$ cat src/wdt_pkg.sv
// Package: register map, field positions and reset values of the watchdog
package wdt_pkg;
  // Avalon-MM word offsets (byte address = 4 * index)
  localparam logic [3:0] ADDR_CTRL = 4'h0;
  localparam logic [3:0] ADDR_CMP = 4'h1;
  localparam logic [3:0] ADDR_STAT = 4'h2;
  localparam logic [3:0] ADDR_MASK = 4'h3;
  localparam logic [3:0] ADDR_CNT = 4'h4;
  // Clock control fields
  localparam int PRESCALE_LSB = 0;
  localparam int RESET_SEL_BIT = 4;
  localparam int RC_SEL_BIT = 5;
  localparam int BIT_CLEAR_BIT = 6;
  // Compare register fields
  localparam int COUNTER_CLEAR_BIT = 7;
  // Status bits
  localparam int STAT_WDT = 0;
  localparam int STAT_BIT = 1;
  localparam int STAT_W = 2;
  // Reset values
  localparam logic [7:0] CTRL_RESET = 8'h00;
  localparam logic [7:0] CMP_RESET = 8'h00;
  // Prescaler: least divide is 8 -> shift base 3
  localparam int PRESCALE_BASE = 3;
  localparam int PRESCALE_W = 11;
  // RC half-interval, in RC ticks: 2^8 / 2
  localparam int RC_TICKS_W = 8;
  localparam logic [7:0] RC_HALF = 8'h80;
  // Watchdog reset pulse length towards the core, in clock cycles
  localparam int RESET_PULSE_CYC = 4;
endpackage

$ cat src/watchdog_seven_bit_timer.sv
// Watchdog with 7-bit counter, interval timer time base and RC source
`timescale 1ns/1ps
module watchdog_seven_bit_timer #(
  parameter int CNT_W = 7
) (
  // Clock and reset
  input wire logic clk,
  input wire logic rst_n,
  // Avalon-MM slave
  input wire logic [3:0] address,
  input wire logic read,
  input wire logic write,
  input wire logic [31:0] writedata,
  output logic [31:0] readdata,
  output logic waitrequest,
  // Device state inputs (asynchronous pins/clocks)
  input wire logic stop_mode,
  input wire logic sub_clock_mode,
  input wire logic rc_osc_tick,
  // Outputs to CPU core
  output logic wdt_reset_n,
  output logic main_osc_on,
  output logic irq
);
  // Synchronisers for asynchronous inputs
  logic [1:0] stop_sync;
  logic [1:0] sub_sync;
  logic [1:0] rc_sync;
  logic rc_prev; // Edge detector reads second stage only
  always_ff @(posedge clk) begin
    if (!rst_n) begin
      stop_sync <= 2'h0;
      sub_sync <= 2'h0;
      rc_sync <= 2'h0;
      rc_prev <= 1'b0;
    end else begin
      stop_sync <= {stop_sync[0], stop_mode};
      sub_sync <= {sub_sync[0], sub_clock_mode};
      rc_sync <= {rc_sync[0], rc_osc_tick};
      rc_prev <= rc_sync[1];
    end
  end
  logic stop_s;
  logic sub_s;
  logic rc_edge;
  assign stop_s = stop_sync[1];
  assign sub_s = sub_sync[1];
  assign rc_edge = rc_sync[1] & ~rc_prev;

  // Registers
  logic [7:0] clock_control_register; // Write-only, shares ADDR_CTRL
  logic [7:0] watchdog_compare;
  logic [wdt_pkg::STAT_W-1:0] status; // Sticky events
  logic [wdt_pkg::STAT_W-1:0] mask;
  logic [7:0] interval_timer_count;
  logic [CNT_W-1:0] wdt_count;
  logic watchdog_reset_select;
  logic rc_clock_select;
  assign watchdog_reset_select =
    clock_control_register[wdt_pkg::RESET_SEL_BIT];
  assign rc_clock_select = clock_control_register[wdt_pkg::RC_SEL_BIT];

  // Bus strobes: writes take effect at once; a read holds one wait
  // state so that the registered read data stand when it completes
  logic wr_ctrl;
  logic wr_cmp;
  logic wr_mask;
  logic rd_stat;
  logic rd_first; // First cycle of a read: capture data, stall master
  logic rd_done; // Read data captured, the next edge ends the read
  assign rd_first = read && !rd_done;
  assign waitrequest = rd_first;
  assign wr_ctrl = write && address == wdt_pkg::ADDR_CTRL;
  assign wr_cmp = write && address == wdt_pkg::ADDR_CMP;
  assign wr_mask = write && address == wdt_pkg::ADDR_MASK;
  // Read-clear acts only at the edge that completes the read
  assign rd_stat = read && rd_done && address == wdt_pkg::ADDR_STAT;
  // Wait-state flag; a new read always starts with a capture cycle
  always_ff @(posedge clk) begin
    if (!rst_n) begin
      rd_done <= 1'b0;
    end else begin
      rd_done <= rd_first;
    end
  end

  // Clock control register; interval clear bit self-clears next cycle
  always_ff @(posedge clk) begin
    if (!rst_n) begin
      clock_control_register <= wdt_pkg::CTRL_RESET;
    end else if (wr_ctrl) begin
      clock_control_register <= writedata[7:0];
    end else begin
      clock_control_register[wdt_pkg::BIT_CLEAR_BIT] <= 1'b0;
    end
  end

  // Compare register; counter-clear bit lasts one cycle only
  always_ff @(posedge clk) begin
    if (!rst_n) begin
      watchdog_compare <= wdt_pkg::CMP_RESET;
    end else if (wr_cmp) begin
      watchdog_compare <= writedata[7:0];
    end else begin
      watchdog_compare[wdt_pkg::COUNTER_CLEAR_BIT] <= 1'b0;
    end
  end
  logic counter_clear;
  assign counter_clear = watchdog_compare[wdt_pkg::COUNTER_CLEAR_BIT];

  // Stop mode halts the system path, but not the RC path
  logic run_sys;
  assign run_sys = ~stop_s;

  // Prescaler of the interval timer: divide by 8..1024
  logic [wdt_pkg::PRESCALE_W-1:0] prescale;
  logic [2:0] pre_sel;
  logic pre_tick;
  assign pre_sel = clock_control_register[2:0];
  always_ff @(posedge clk) begin
    if (!rst_n) begin
      prescale <= '0;
    end else if (clock_control_register[wdt_pkg::BIT_CLEAR_BIT]) begin
      // Restart the prescale too, so a cleared interval timer begins
      // a whole prescale period and not a part of one
      prescale <= '0;
    end else if (run_sys) begin
      prescale <= prescale + 1'b1;
    end
  end
  // Tick when the selected bit wraps
  logic [wdt_pkg::PRESCALE_W-1:0] pre_lim;
  assign pre_lim = wdt_pkg::PRESCALE_W'((1 << (pre_sel +
    wdt_pkg::PRESCALE_BASE)) - 1);
  assign pre_tick = run_sys &&
    ((prescale & pre_lim) == pre_lim);

  // Interval timer: RC ticks when RC selected, else prescaled clock
  logic bit_tick;
  logic bit_overflow;
  logic bit_cleared; // Watchdog waits for an interval timer clear
  assign bit_tick = rc_clock_select ? rc_edge : pre_tick;
  assign bit_overflow = bit_tick && interval_timer_count == 8'hFF;
  always_ff @(posedge clk) begin
    if (!rst_n) begin
      interval_timer_count <= 8'h00;
    end else if (clock_control_register[wdt_pkg::BIT_CLEAR_BIT]) begin
      interval_timer_count <= 8'h00;
    end else if (bit_tick) begin
      interval_timer_count <= interval_timer_count + 1'b1;
    end
  end

  // Gate: in reset mode, watchdog counter enabled only after interval timer clear
  always_ff @(posedge clk) begin
    if (!rst_n) begin
      bit_cleared <= 1'b0;
    end else if (wr_ctrl && writedata[wdt_pkg::RESET_SEL_BIT] &&
                 !watchdog_reset_select) begin
      // Turning reset mode on stops counting until the next clear
      bit_cleared <= 1'b0;
    end else if (!watchdog_reset_select) begin
      // Plain timer mode counts freely
      bit_cleared <= 1'b1;
    end else if (clock_control_register[wdt_pkg::BIT_CLEAR_BIT]) begin
      bit_cleared <= 1'b1;
    end
  end

  // Watchdog counter: advances per interval timer overflow
  logic match;
  logic wdt_fire;
  assign match = wdt_count == watchdog_compare[CNT_W-1:0];
  // RC path adds half an interval via the half-way tick of the timer
  logic rc_half_tick;
  assign rc_half_tick = rc_clock_select && bit_tick &&
    interval_timer_count == (wdt_pkg::RC_HALF - 8'h01);
  assign wdt_fire = bit_cleared && match &&
    (rc_clock_select ? rc_half_tick : bit_overflow);
  always_ff @(posedge clk) begin
    if (!rst_n) begin
      wdt_count <= '0;
    end else if (counter_clear || wdt_fire) begin
      wdt_count <= '0;
    end else if (bit_cleared && bit_overflow) begin
      wdt_count <= wdt_count + 1'b1;
    end
  end

  // Reset pulse towards the core, stretched for a few cycles
  logic [2:0] rst_cnt;
  always_ff @(posedge clk) begin
    if (!rst_n) begin
      rst_cnt <= 3'h0;
    end else if (wdt_fire && watchdog_reset_select) begin
      rst_cnt <= 3'(wdt_pkg::RESET_PULSE_CYC);
    end else if (rst_cnt != 3'h0) begin
      rst_cnt <= rst_cnt - 3'h1;
    end
  end
  assign wdt_reset_n = (rst_cnt == 3'h0);

  // Main oscillator: off in sub clock mode, but a watchdog reset there
  // turns it back on and keeps it on until software leaves sub mode,
  // so the core restarts on the fast clock
  logic osc_restart; // Latched restart after a sub mode reset
  always_ff @(posedge clk) begin
    if (!rst_n) begin
      osc_restart <= 1'b0;
    end else if (wdt_fire && watchdog_reset_select && sub_s) begin
      osc_restart <= 1'b1;
    end else if (!sub_s) begin
      osc_restart <= 1'b0;
    end
  end
  // Oscillator enable output
  always_ff @(posedge clk) begin
    if (!rst_n) begin
      main_osc_on <= 1'b1;
    end else if (wdt_fire && watchdog_reset_select && sub_s) begin
      main_osc_on <= 1'b1;
    end else begin
      main_osc_on <= ~sub_s | osc_restart;
    end
  end

  // Sticky status: set wins over read-clear
  logic [wdt_pkg::STAT_W-1:0] events;
  logic [wdt_pkg::STAT_W-1:0] reported; // Bits the pending read returned
  assign reported = readdata[wdt_pkg::STAT_W-1:0];
  assign events[wdt_pkg::STAT_WDT] =
    wdt_fire && !watchdog_reset_select;
  assign events[wdt_pkg::STAT_BIT] = bit_overflow;
  always_ff @(posedge clk) begin
    if (!rst_n) begin
      status <= '0;
    end else begin
      // Clear only what the read reported; later events stay pending
      status <= (status & ~(rd_stat ? reported : '0)) | events;
    end
  end
  always_ff @(posedge clk) begin
    if (!rst_n) begin
      mask <= '0;
    end else if (wr_mask) begin
      mask <= writedata[wdt_pkg::STAT_W-1:0];
    end
  end
  assign irq = |(status & mask);
  logic watchdog_interrupt_flag;
  assign watchdog_interrupt_flag = status[wdt_pkg::STAT_WDT];

  // Read data registered; control address reads interval count
  always_ff @(posedge clk) begin
    if (!rst_n) begin
      readdata <= 32'h0;
    end else if (rd_first) begin
      unique case (address)
        wdt_pkg::ADDR_CTRL: readdata <= {24'h0, interval_timer_count};
        wdt_pkg::ADDR_CMP: readdata <= {24'h0, watchdog_compare};
        wdt_pkg::ADDR_STAT: readdata <= {30'h0, status};
        wdt_pkg::ADDR_MASK: readdata <= {30'h0, mask};
        wdt_pkg::ADDR_CNT: readdata <= {25'h0, wdt_count};
        default: readdata <= 32'h0;
      endcase
    end
  end

  // Assertions
  // Setting the counter-clear bit shows in the register next cycle
  a_clear_bit_self: assert property (
    @(posedge clk) disable iff (!rst_n)
    wr_cmp && writedata[wdt_pkg::COUNTER_CLEAR_BIT] |=> counter_clear)
    else $error("clear bit not set");
  // A pending clear empties the counter
  a_clear_counter: assert property (
    @(posedge clk) disable iff (!rst_n)
    counter_clear |=> wdt_count == '0)
    else $error("counter not clear");
  // The clear bit drops by itself after one cycle
  a_clear_lasts_one: assert property (
    @(posedge clk) disable iff (!rst_n)
    counter_clear && !wr_cmp |=> !counter_clear)
    else $error("clear bit stuck");
  // Reset mode: a match pulls the reset line low
  a_fire_reset: assert property (
    @(posedge clk) disable iff (!rst_n)
    wdt_fire && watchdog_reset_select |=> !wdt_reset_n)
    else $error("no reset");
  // Timer mode: a match sets the interrupt flag instead
  a_fire_irq_flag: assert property (
    @(posedge clk) disable iff (!rst_n)
    wdt_fire && !watchdog_reset_select |=> watchdog_interrupt_flag)
    else $error("no flag");
  // An unmasked watchdog event raises the interrupt line
  a_irq_unmasked: assert property (
    @(posedge clk) disable iff (!rst_n)
    events[wdt_pkg::STAT_WDT] && mask[wdt_pkg::STAT_WDT] && !wr_mask |=>
    irq) else $error("no irq");
  // System path count freezes in stop mode
  a_stop_holds: assert property (
    @(posedge clk) disable iff (!rst_n)
    stop_s && !rc_clock_select && !counter_clear |=> $stable(wdt_count))
    else $error("count moved in stop");
  // Turning on reset mode closes the counting gate
  a_gate_on_select: assert property (
    @(posedge clk) disable iff (!rst_n)
    wr_ctrl && writedata[wdt_pkg::RESET_SEL_BIT] && !watchdog_reset_select
    |=> !bit_cleared) else $error("gate open after select");
  // With the gate closed the counter does not advance
  a_gate_before_clear: assert property (
    @(posedge clk) disable iff (!rst_n)
    !bit_cleared |=> wdt_count == $past(wdt_count) || counter_clear ||
    $past(counter_clear)) else $error("counted before clear");
  // A match restarts the counter from zero
  a_fire_clears: assert property (
    @(posedge clk) disable iff (!rst_n)
    wdt_fire && !counter_clear |=> wdt_count == '0)
    else $error("no clear after match");
  // A reset in sub clock mode turns the main oscillator on
  a_osc_on_reset: assert property (
    @(posedge clk) disable iff (!rst_n)
    wdt_fire && watchdog_reset_select && sub_s |=> main_osc_on)
    else $error("osc off");
  // And it stays on while the core is still in sub mode
  a_osc_held: assert property (
    @(posedge clk) disable iff (!rst_n)
    osc_restart && sub_s |=> main_osc_on)
    else $error("osc dropped");
  // A read stalls exactly one cycle, then completes
  a_read_one_wait: assert property (
    @(posedge clk) disable iff (!rst_n)
    rd_first |=> !waitrequest)
    else $error("read wait too long");
  // Reset leaves the watchdog reset function off
  a_sel_reset_zero: assert property (
    @(posedge clk)
    !rst_n |=> !watchdog_reset_select)
    else $error("select not zero");
endmodule

$ cat config.mk
export PLATFORM = sky130hd
export DESIGN_NAME = watchdog_seven_bit_timer
export DESIGN_NICKNAME = d
export VERILOG_FILES = /design/src/wdt_pkg.sv /design/src/watchdog_seven_bit_timer.sv
export SDC_FILE = /design/constraint.sdc
export NUM_CORES = 1
export LEC_CHECK = 0
export CORE_ASPECT_RATIO = 1.1
export CORE_MARGIN = 5
export CORE_UTILIZATION = 55
export CTS_CLUSTER_SIZE = 28
export DETAILED_ROUTE_END_ITERATION = 16
export DONT_BUFFER_PORTS = 1
export PLACE_DENSITY = 0.73
export SYNTH_ARGS = -nofsm -noshare
export SYNTH_HDL_FRONTEND = slang
export SYNTH_SLANG_ARGS = --single-unit
$ cat constraint.sdc
create_clock -name clk -period 2.2 [get_ports clk]
set_clock_uncertainty 0.05 [all_clocks]
set_input_delay 0.33 -clock clk [delete_from_list [all_inputs] [get_ports clk]]
set_output_delay 0.33 -clock clk [all_outputs]
set_load 0.02 [all_outputs]
==> impl_metrics.yaml, run 1 <==
run_status:
  status: "complete, no violations"
logic_synthesis:
  synth-async-reset-ratio: 0
  synthTopCellsByArea: "dfxtp_1 40%, a21oi_1 7.0%, buf_4 5.7%"
  ys_ff_latch: 66
  synth_ff_type: "dfxtp_1"
  yosysWarnings: 0
  synth.cell_area_um2: 3307
  synth_cell_types: 52
  netlist.area_leader.share: 0.3995
  netlist_instances: 395
  synth_area_per_cell_um2: 8.372
  yosysTopAreaCell: "dfxtp_1"
  synth_edf_count: 0
  ys_seq_area_frac: 0.3995
placed_design:
  dpl.hpwl_um: 5304
  io_buffers: 0
  gp_congestion: 0.8915
routing:
  ant_nets: 0
  wire_per_inst_um: 14.83
  drt_iter0_drc: 175
  viasPerCell: 5.706
  wl_um: 7311
  dr.pass1.iters: 6
  vias: 2813
  drc_errors: 0
min_path:
  hp-start: "rst_n"
  min_path_cells: 2
  hold_path_class: "in -> reg"
global_route:
  grt_util_met3: 0.05158
  grt_pass1_vias: 2626
  grt_usage: 0.1968
  grt_util_met1: 0.2388
  grt_max_degree: 32
  grt_pass1_wl_um: 12230
  grt.busiest_layer: "met2"
  antenna_found_initial: 0
  gr-total-overflow: 0
  met2_usage: 0.3243
worst_setup_path:
  reg2regPathDepth: 6
  crit_required_ns: 2.41
  arrival_ns: 2.30
  reg2reg_from: "clock_control_register[0]$_SDFFE_PN0P_"
  r2r_end: "interval_timer_count[7]$_SDFFE_PP0N_"
  reg2reg_slack_ns: 0.12
  startpoint: "clock_control_register[0]$_SDFFE_PN0P_"
  crit_path_end: "interval_timer_count[7]$_SDFFE_PP0N_"
  path_class: "reg -> reg"
  cp_max_fo: 31
  end_kind: "flip-flop"
  worst_setup_path_start_kind: "flip-flop"
cts:
  clock-root-buffer: "clkbuf_8"
  insertion_delay_ns: 0.34
  tritoncts: "done"
  clk_pin_slew_worst_paths_ns: 0.08
  cts-buffers-inserted: 9
  clkSinkCount: 66
  clock_tree.buffer_depth: 2
  htreeDepth: 3
power_and_ir_drop:
  peakVddDrop_uv: 780.5
  powerDensity_nw_per_um2: 746.0
  leakage_nw: 1.293
  total_power_w: 0.002719
sta:
  layout_min_cycle_time_ns: 2.083
  slew_headroom: 0.4965
  max_freq_ghz: 0.4802
  tns_ns: 0
  slew_viol_final: 0
  setup_violations: 0
  rsz0062_at_grt: "false"
  finalHoldViolCount: 0
  period_share: 0.9466
  worst_slew_pin_slew_ns: 0.7553
finish:
  fillCellCount: 519
  layout_common_cells: "65 x dfxtp_1, 46 x a21oi_1, 37 x nand2_1"
  drive_above_1_share: 0.1202
  n_antenna_cell: 0
  fin_nets: 460
  synthToLayoutAreaGrowth_pct: 10.22
  layout_commonest_cell: "dfxtp_1"
flow_run:
  max-cap-violations: 0
floorplan:
  rows: 29
  design.core.area_um2: 5806
  die_x_um: 83.93
  fp.dieH_um: 91.33
  initial_core_util: 0.5696
  die_area_um2: 7665
  boundaryPins: 79
[how the worst min path moves through the flow]
stage | end | slack, ns
2_1_floorplan | rc_sync[1]$_SDFF_PN0_ | 0.36
6_report | watchdog_compare[7]$_SDFF_PN0_ | 0.05
3_5_place_dp | rc_sync[1]$_SDFF_PN0_ | 0.37
3_3_place_gp | stop_sync[1]$_SDFF_PN0_ | 0.36
4_1_cts | watchdog_compare[7]$_SDFF_PN0_ | 0.03
5_1_grt | rc_sync[1]$_SDFF_PN0_ | 0.03
[final cells by class]
type,instances,area (um2),share of cell area
well taps,77,96.34,0.02643
clock inverters,7,100.1,0.02746
clock buffers,9,123.9,0.03399
inverters,8,30.03,0.008239
multi-input cells,304,1794,0.4923
repair buffers,22,177.7,0.04875
flip-flops and latches,66,1323,0.3629
[through the flow]
step                      utilization  area [um2]  hold slack (ns)  instances  worst slack, ns
after floorplan                     -        3397           0.3619        419           0.2655
after global placement         0.5877        3412           0.3640        477           0.1376
after detailed placement       0.5877        3412           0.3684        477          0.05599
after CTS                      0.6263        3636          0.02947        493          0.01166
after global routing           0.6278        3645          0.03015        493          0.01040
final                          0.6278        3645          0.04724        493           0.1175
[power by group]
group          switching (W)  total (W)  internal, W
Clock               0.000507    0.00115     0.000645
Sequential         0.0000274    0.00126      0.00124
Combinational       0.000192   0.000303     0.000111
[state kept, by name, indices dropped and copies added (netlist names)]
name	flops
bit_cleared	1
clock_control_register	6
interval_timer_count	8
main_osc_on	1
mask	2
osc_restart	1
prescale	11
rc_prev	1
rc_sync	2
rd_done	1
readdata	8
rst_cnt	3
status	2
stop_sync	2
sub_sync	2
watchdog_compare	8
wdt_count	7
[layer usage]
metal  vias to the layer above  wire [um]
li1                       1388          -
met1                      1310       3115
met3                        18        555
met4                         0        159
met2                        97       3481
met5                         -          0
[critical path, stage by stage, from the launching register on]
cell	delay [ns]
dfxtp_1	0.38
and3_1	0.21
a222oi_1	0.35
a31oi_2	0.17
buf_12	0.18
or4_1	0.50
a21oi_1	0.15
[Yosys cell counts (2+ instances only)]
cell type / n
or4b_1: 3
dfxtp_1: 66
a222oi_1: 6
buf_6: 2
buf_2: 2
a21o_1: 3
nand4_1: 4
o31ai_1: 2
inv_1: 7
o41ai_1: 3
and3_1: 4
nand3_1: 21
or4_1: 2
a21oi_1: 46
or3_1: 8
nor2_1: 34
o21ai_0: 18
nor3_1: 10
nand2_1: 37
nor4bb_1: 2
nand4bb_1: 3
buf_4: 25
ha_1: 6
clkbuf_1: 11
a22oi_1: 5
xor2_1: 5
nand2b_1: 3
nor4b_2: 3
conb_1: 2
and2_1: 8
nor2b_1: 8
o21a_1: 3
a21boi_0: 2
nand4b_1: 3
xnor2_1: 10
mux2i_1: 2
[cell families after synthesis]
logic type / synth area share
simple gates: 0.2573
buf+inv: 0.08929
xor+xnor: 0.03973
other cells: 0.002271
compound gates: 0.1752
flops: 0.3995
mux: 0.01400
fa+ha+maj: 0.02270
[repair_timing]
action / 4_1_cts / 5_1_grt
hold buffers: 0 / 0
setup endpoints to repair: 0 / 10
resized for setup: 0 / 3
buffers inserted: 0 / 0
hold endpoints to repair: 0 / 0
No activity file was read; power rests on OpenSTA's default activity.
==> run 2: changes to the inputs <==
--- a/config.mk
+++ b/config.mk
@@ -6,8 +6,8 @@
 export NUM_CORES = 1
 export LEC_CHECK = 0
 export CORE_ASPECT_RATIO = 1.1
-export CORE_MARGIN = 5
 export CORE_UTILIZATION = 55
+export CTS_CLUSTER_DIAMETER = 200
 export CTS_CLUSTER_SIZE = 28
 export DETAILED_ROUTE_END_ITERATION = 16
 export DONT_BUFFER_PORTS = 1
==> impl_metrics.yaml, run 2 (synthesis gave the netlist of run 1 again) <==
run_status:
  status: "complete, no violations"
worst_setup_path:
  r2r_end: "wdt_count[2]$_SDFFE_PP0P_"
  worst_setup_path_start_kind: "flip-flop"
  arrival_ns: 2.38
  reg2regPathDepth: 7
  crit_required_ns: 2.42
  reg2reg_from: "clock_control_register[1]$_SDFFE_PN0P_"
  end_kind: "flip-flop"
  path_class: "reg -> reg"
  cp_max_fo: 7
  reg2reg_slack_ns: 0.04
finish:
  fin_nets: 468
  largest_reg_flops: 11
  final_area_um2: 3780
  instances_no_fill: 501
  synthToLayoutAreaGrowth_pct: 14.30
  fillCellCount: 481
  n_antenna_cell: 0
  layout_common_cells: "61 x dfxtp_1, 44 x a21oi_1, 37 x nand2_1"
  layout_commonest_cell: "dfxtp_1"
  top_register: "prescale"
  drive_above_1_share: 0.1580
floorplan:
  boundaryPins: 79
  die_area_um2: 6327
  die_x_um: 75.93
  design.core.area_um2: 5769
  rows: 29
  fp.dieH_um: 83.33
  initial_core_util: 0.5732
sta:
  slew_headroom: 0.4765
  max_freq_ghz: 0.4630
  worst_slew_pin_slew_ns: 0.7852
  finalHoldViolCount: 0
  slew_viol_final: 0
  layout_min_cycle_time_ns: 2.160
  tns_ns: 0
  setup_violations: 0
  whs_ns: 0.04258
  period_share: 0.9817
global_route:
  gr-total-overflow: 0
  grt_max_degree: 32
  grt_pass1_wl_um: 12050
  grt_usage: 0.2400
  antenna_found_initial: 0
  grt_pass1_vias: 2626
min_path:
  hold_path_class: "in -> reg"
  min_path_cells: 2
  hold_end: "clock_control_register[6]$_SDFF_PN0_"
  hp-start: "writedata[6]"
routing:
  wl_met2_um: 3727
  drt_iter0_drc: 215
  met1_length_um: 3205
  dr.pass1.iters: 6
  ant_nets: 0
  dr_wl_met3_um: 575
  viasPerCell: 5.760
  wire_per_inst_um: 15.27
  drc_errors: 0
  highest_layer: "met4"
  vias: 2886
  wl_um: 7648
placed_design:
  dpl.hpwl_um: 5117
  place_area_um2: 3427
  gp_congestion: 0.8864
  io_buffers: 0
  dp_cells: 479
cts:
  clock-root-buffer: "clkbuf_8"
  tritoncts: "done"
  insertion_delay_ns: 0.34
  clock_tree.buffer_depth: 2
  clkSinkCount: 66
  cts-buffers-inserted: 9
  cts_hold_buffers: 0
  clk_pin_slew_worst_paths_ns: 0.07
  htreeDepth: 3
power_and_ir_drop:
  powerDensity_nw_per_um2: 727.1
  leakage_nw: 1.365
  total_power_w: 0.002748
  peakVddDrop_uv: 632.9
flow_run:
  max-cap-violations: 0
run 2: stage by stage:
| step | worst slack [ns] | utilization |
|---|---|---|
| after floorplan | 0.2655 | - |
| after global placement | 0.1315 | 0.5940 |
| after detailed placement | 0.08493 | 0.5940 |
| after CTS | 0.04223 | 0.6335 |
| after global routing | -0.04253 | 0.6552 |
| final | 0.04026 | 0.6552 |
run 2: where the power goes:
group          leakage [nW]  total [W]  internal (W)  switching (W)
Sequential            0.538    0.00126       0.00123      0.0000278
Clock                 0.112    0.00116      0.000671       0.000489
Combinational         0.714   0.000326      0.000130       0.000195
Total                  1.36    0.00275       0.00204       0.000712
run 2: worst max path at each step:
stage               cells past startpoint                              endpoint                              startpoint
floorplan                               7             wdt_count[2]$_SDFFE_PP0P_  clock_control_register[1]$_SDFFE_PN0P_
global placement                        6  interval_timer_count[7]$_SDFFE_PP0N_  clock_control_register[1]$_SDFFE_PN0P_
detailed placement                      7  interval_timer_count[7]$_SDFFE_PP0N_                prescale[0]$_SDFFE_PP0N_
CTS                                     7  interval_timer_count[7]$_SDFFE_PP0N_  clock_control_register[1]$_SDFFE_PN0P_
global route                            7             wdt_count[2]$_SDFFE_PP0P_  clock_control_register[1]$_SDFFE_PN0P_
finish                                  7             wdt_count[2]$_SDFFE_PP0P_  clock_control_register[1]$_SDFFE_PN0P_
run 2: area by class of cell:
| class | instances | area (um2) | share of cell area |
|---|---|---|---|
| Multi-Input combinational cell | 304 | 1821 | 0.4816 |
| Timing Repair Buffer | 30 | 272.8 | 0.07216 |
| Tap cell | 77 | 96.34 | 0.02549 |
| Clock inverter | 6 | 90.09 | 0.02383 |
| Sequential cell | 66 | 1333 | 0.3525 |
| Clock buffer | 10 | 137.6 | 0.03641 |
| Inverter | 8 | 30.03 | 0.007944 |
run 2: worst max-delay path: stages (launching register included):
cell and delay [ns]:
dfxtp_4 0.37, o21bai_1 0.14, o21ai_1 0.09, a222oi_1 0.43, a31oi_4 0.21, buf_12 0.18, or4b_4 0.51, a21oi_2 0.12
run 2: timing repair:
| item | 4_1_cts | 5_1_grt |
|---|---|---|
| resized for setup | 0 | 15 |
| hold endpoints to repair | 0 | 0 |
| buffers inserted | 0 | 4 |
| endpoints found under the setup margin | 0 | 6 |
run 2: metal layers:
metal | GRT usage | up-vias
met2 | 0.3967 | 110
met3 | 0.05275 | 14
li1 | - | 1399
met4 | 0.1119 | 0
met1 | 0.2974 | 1363
met5 | 0 | -
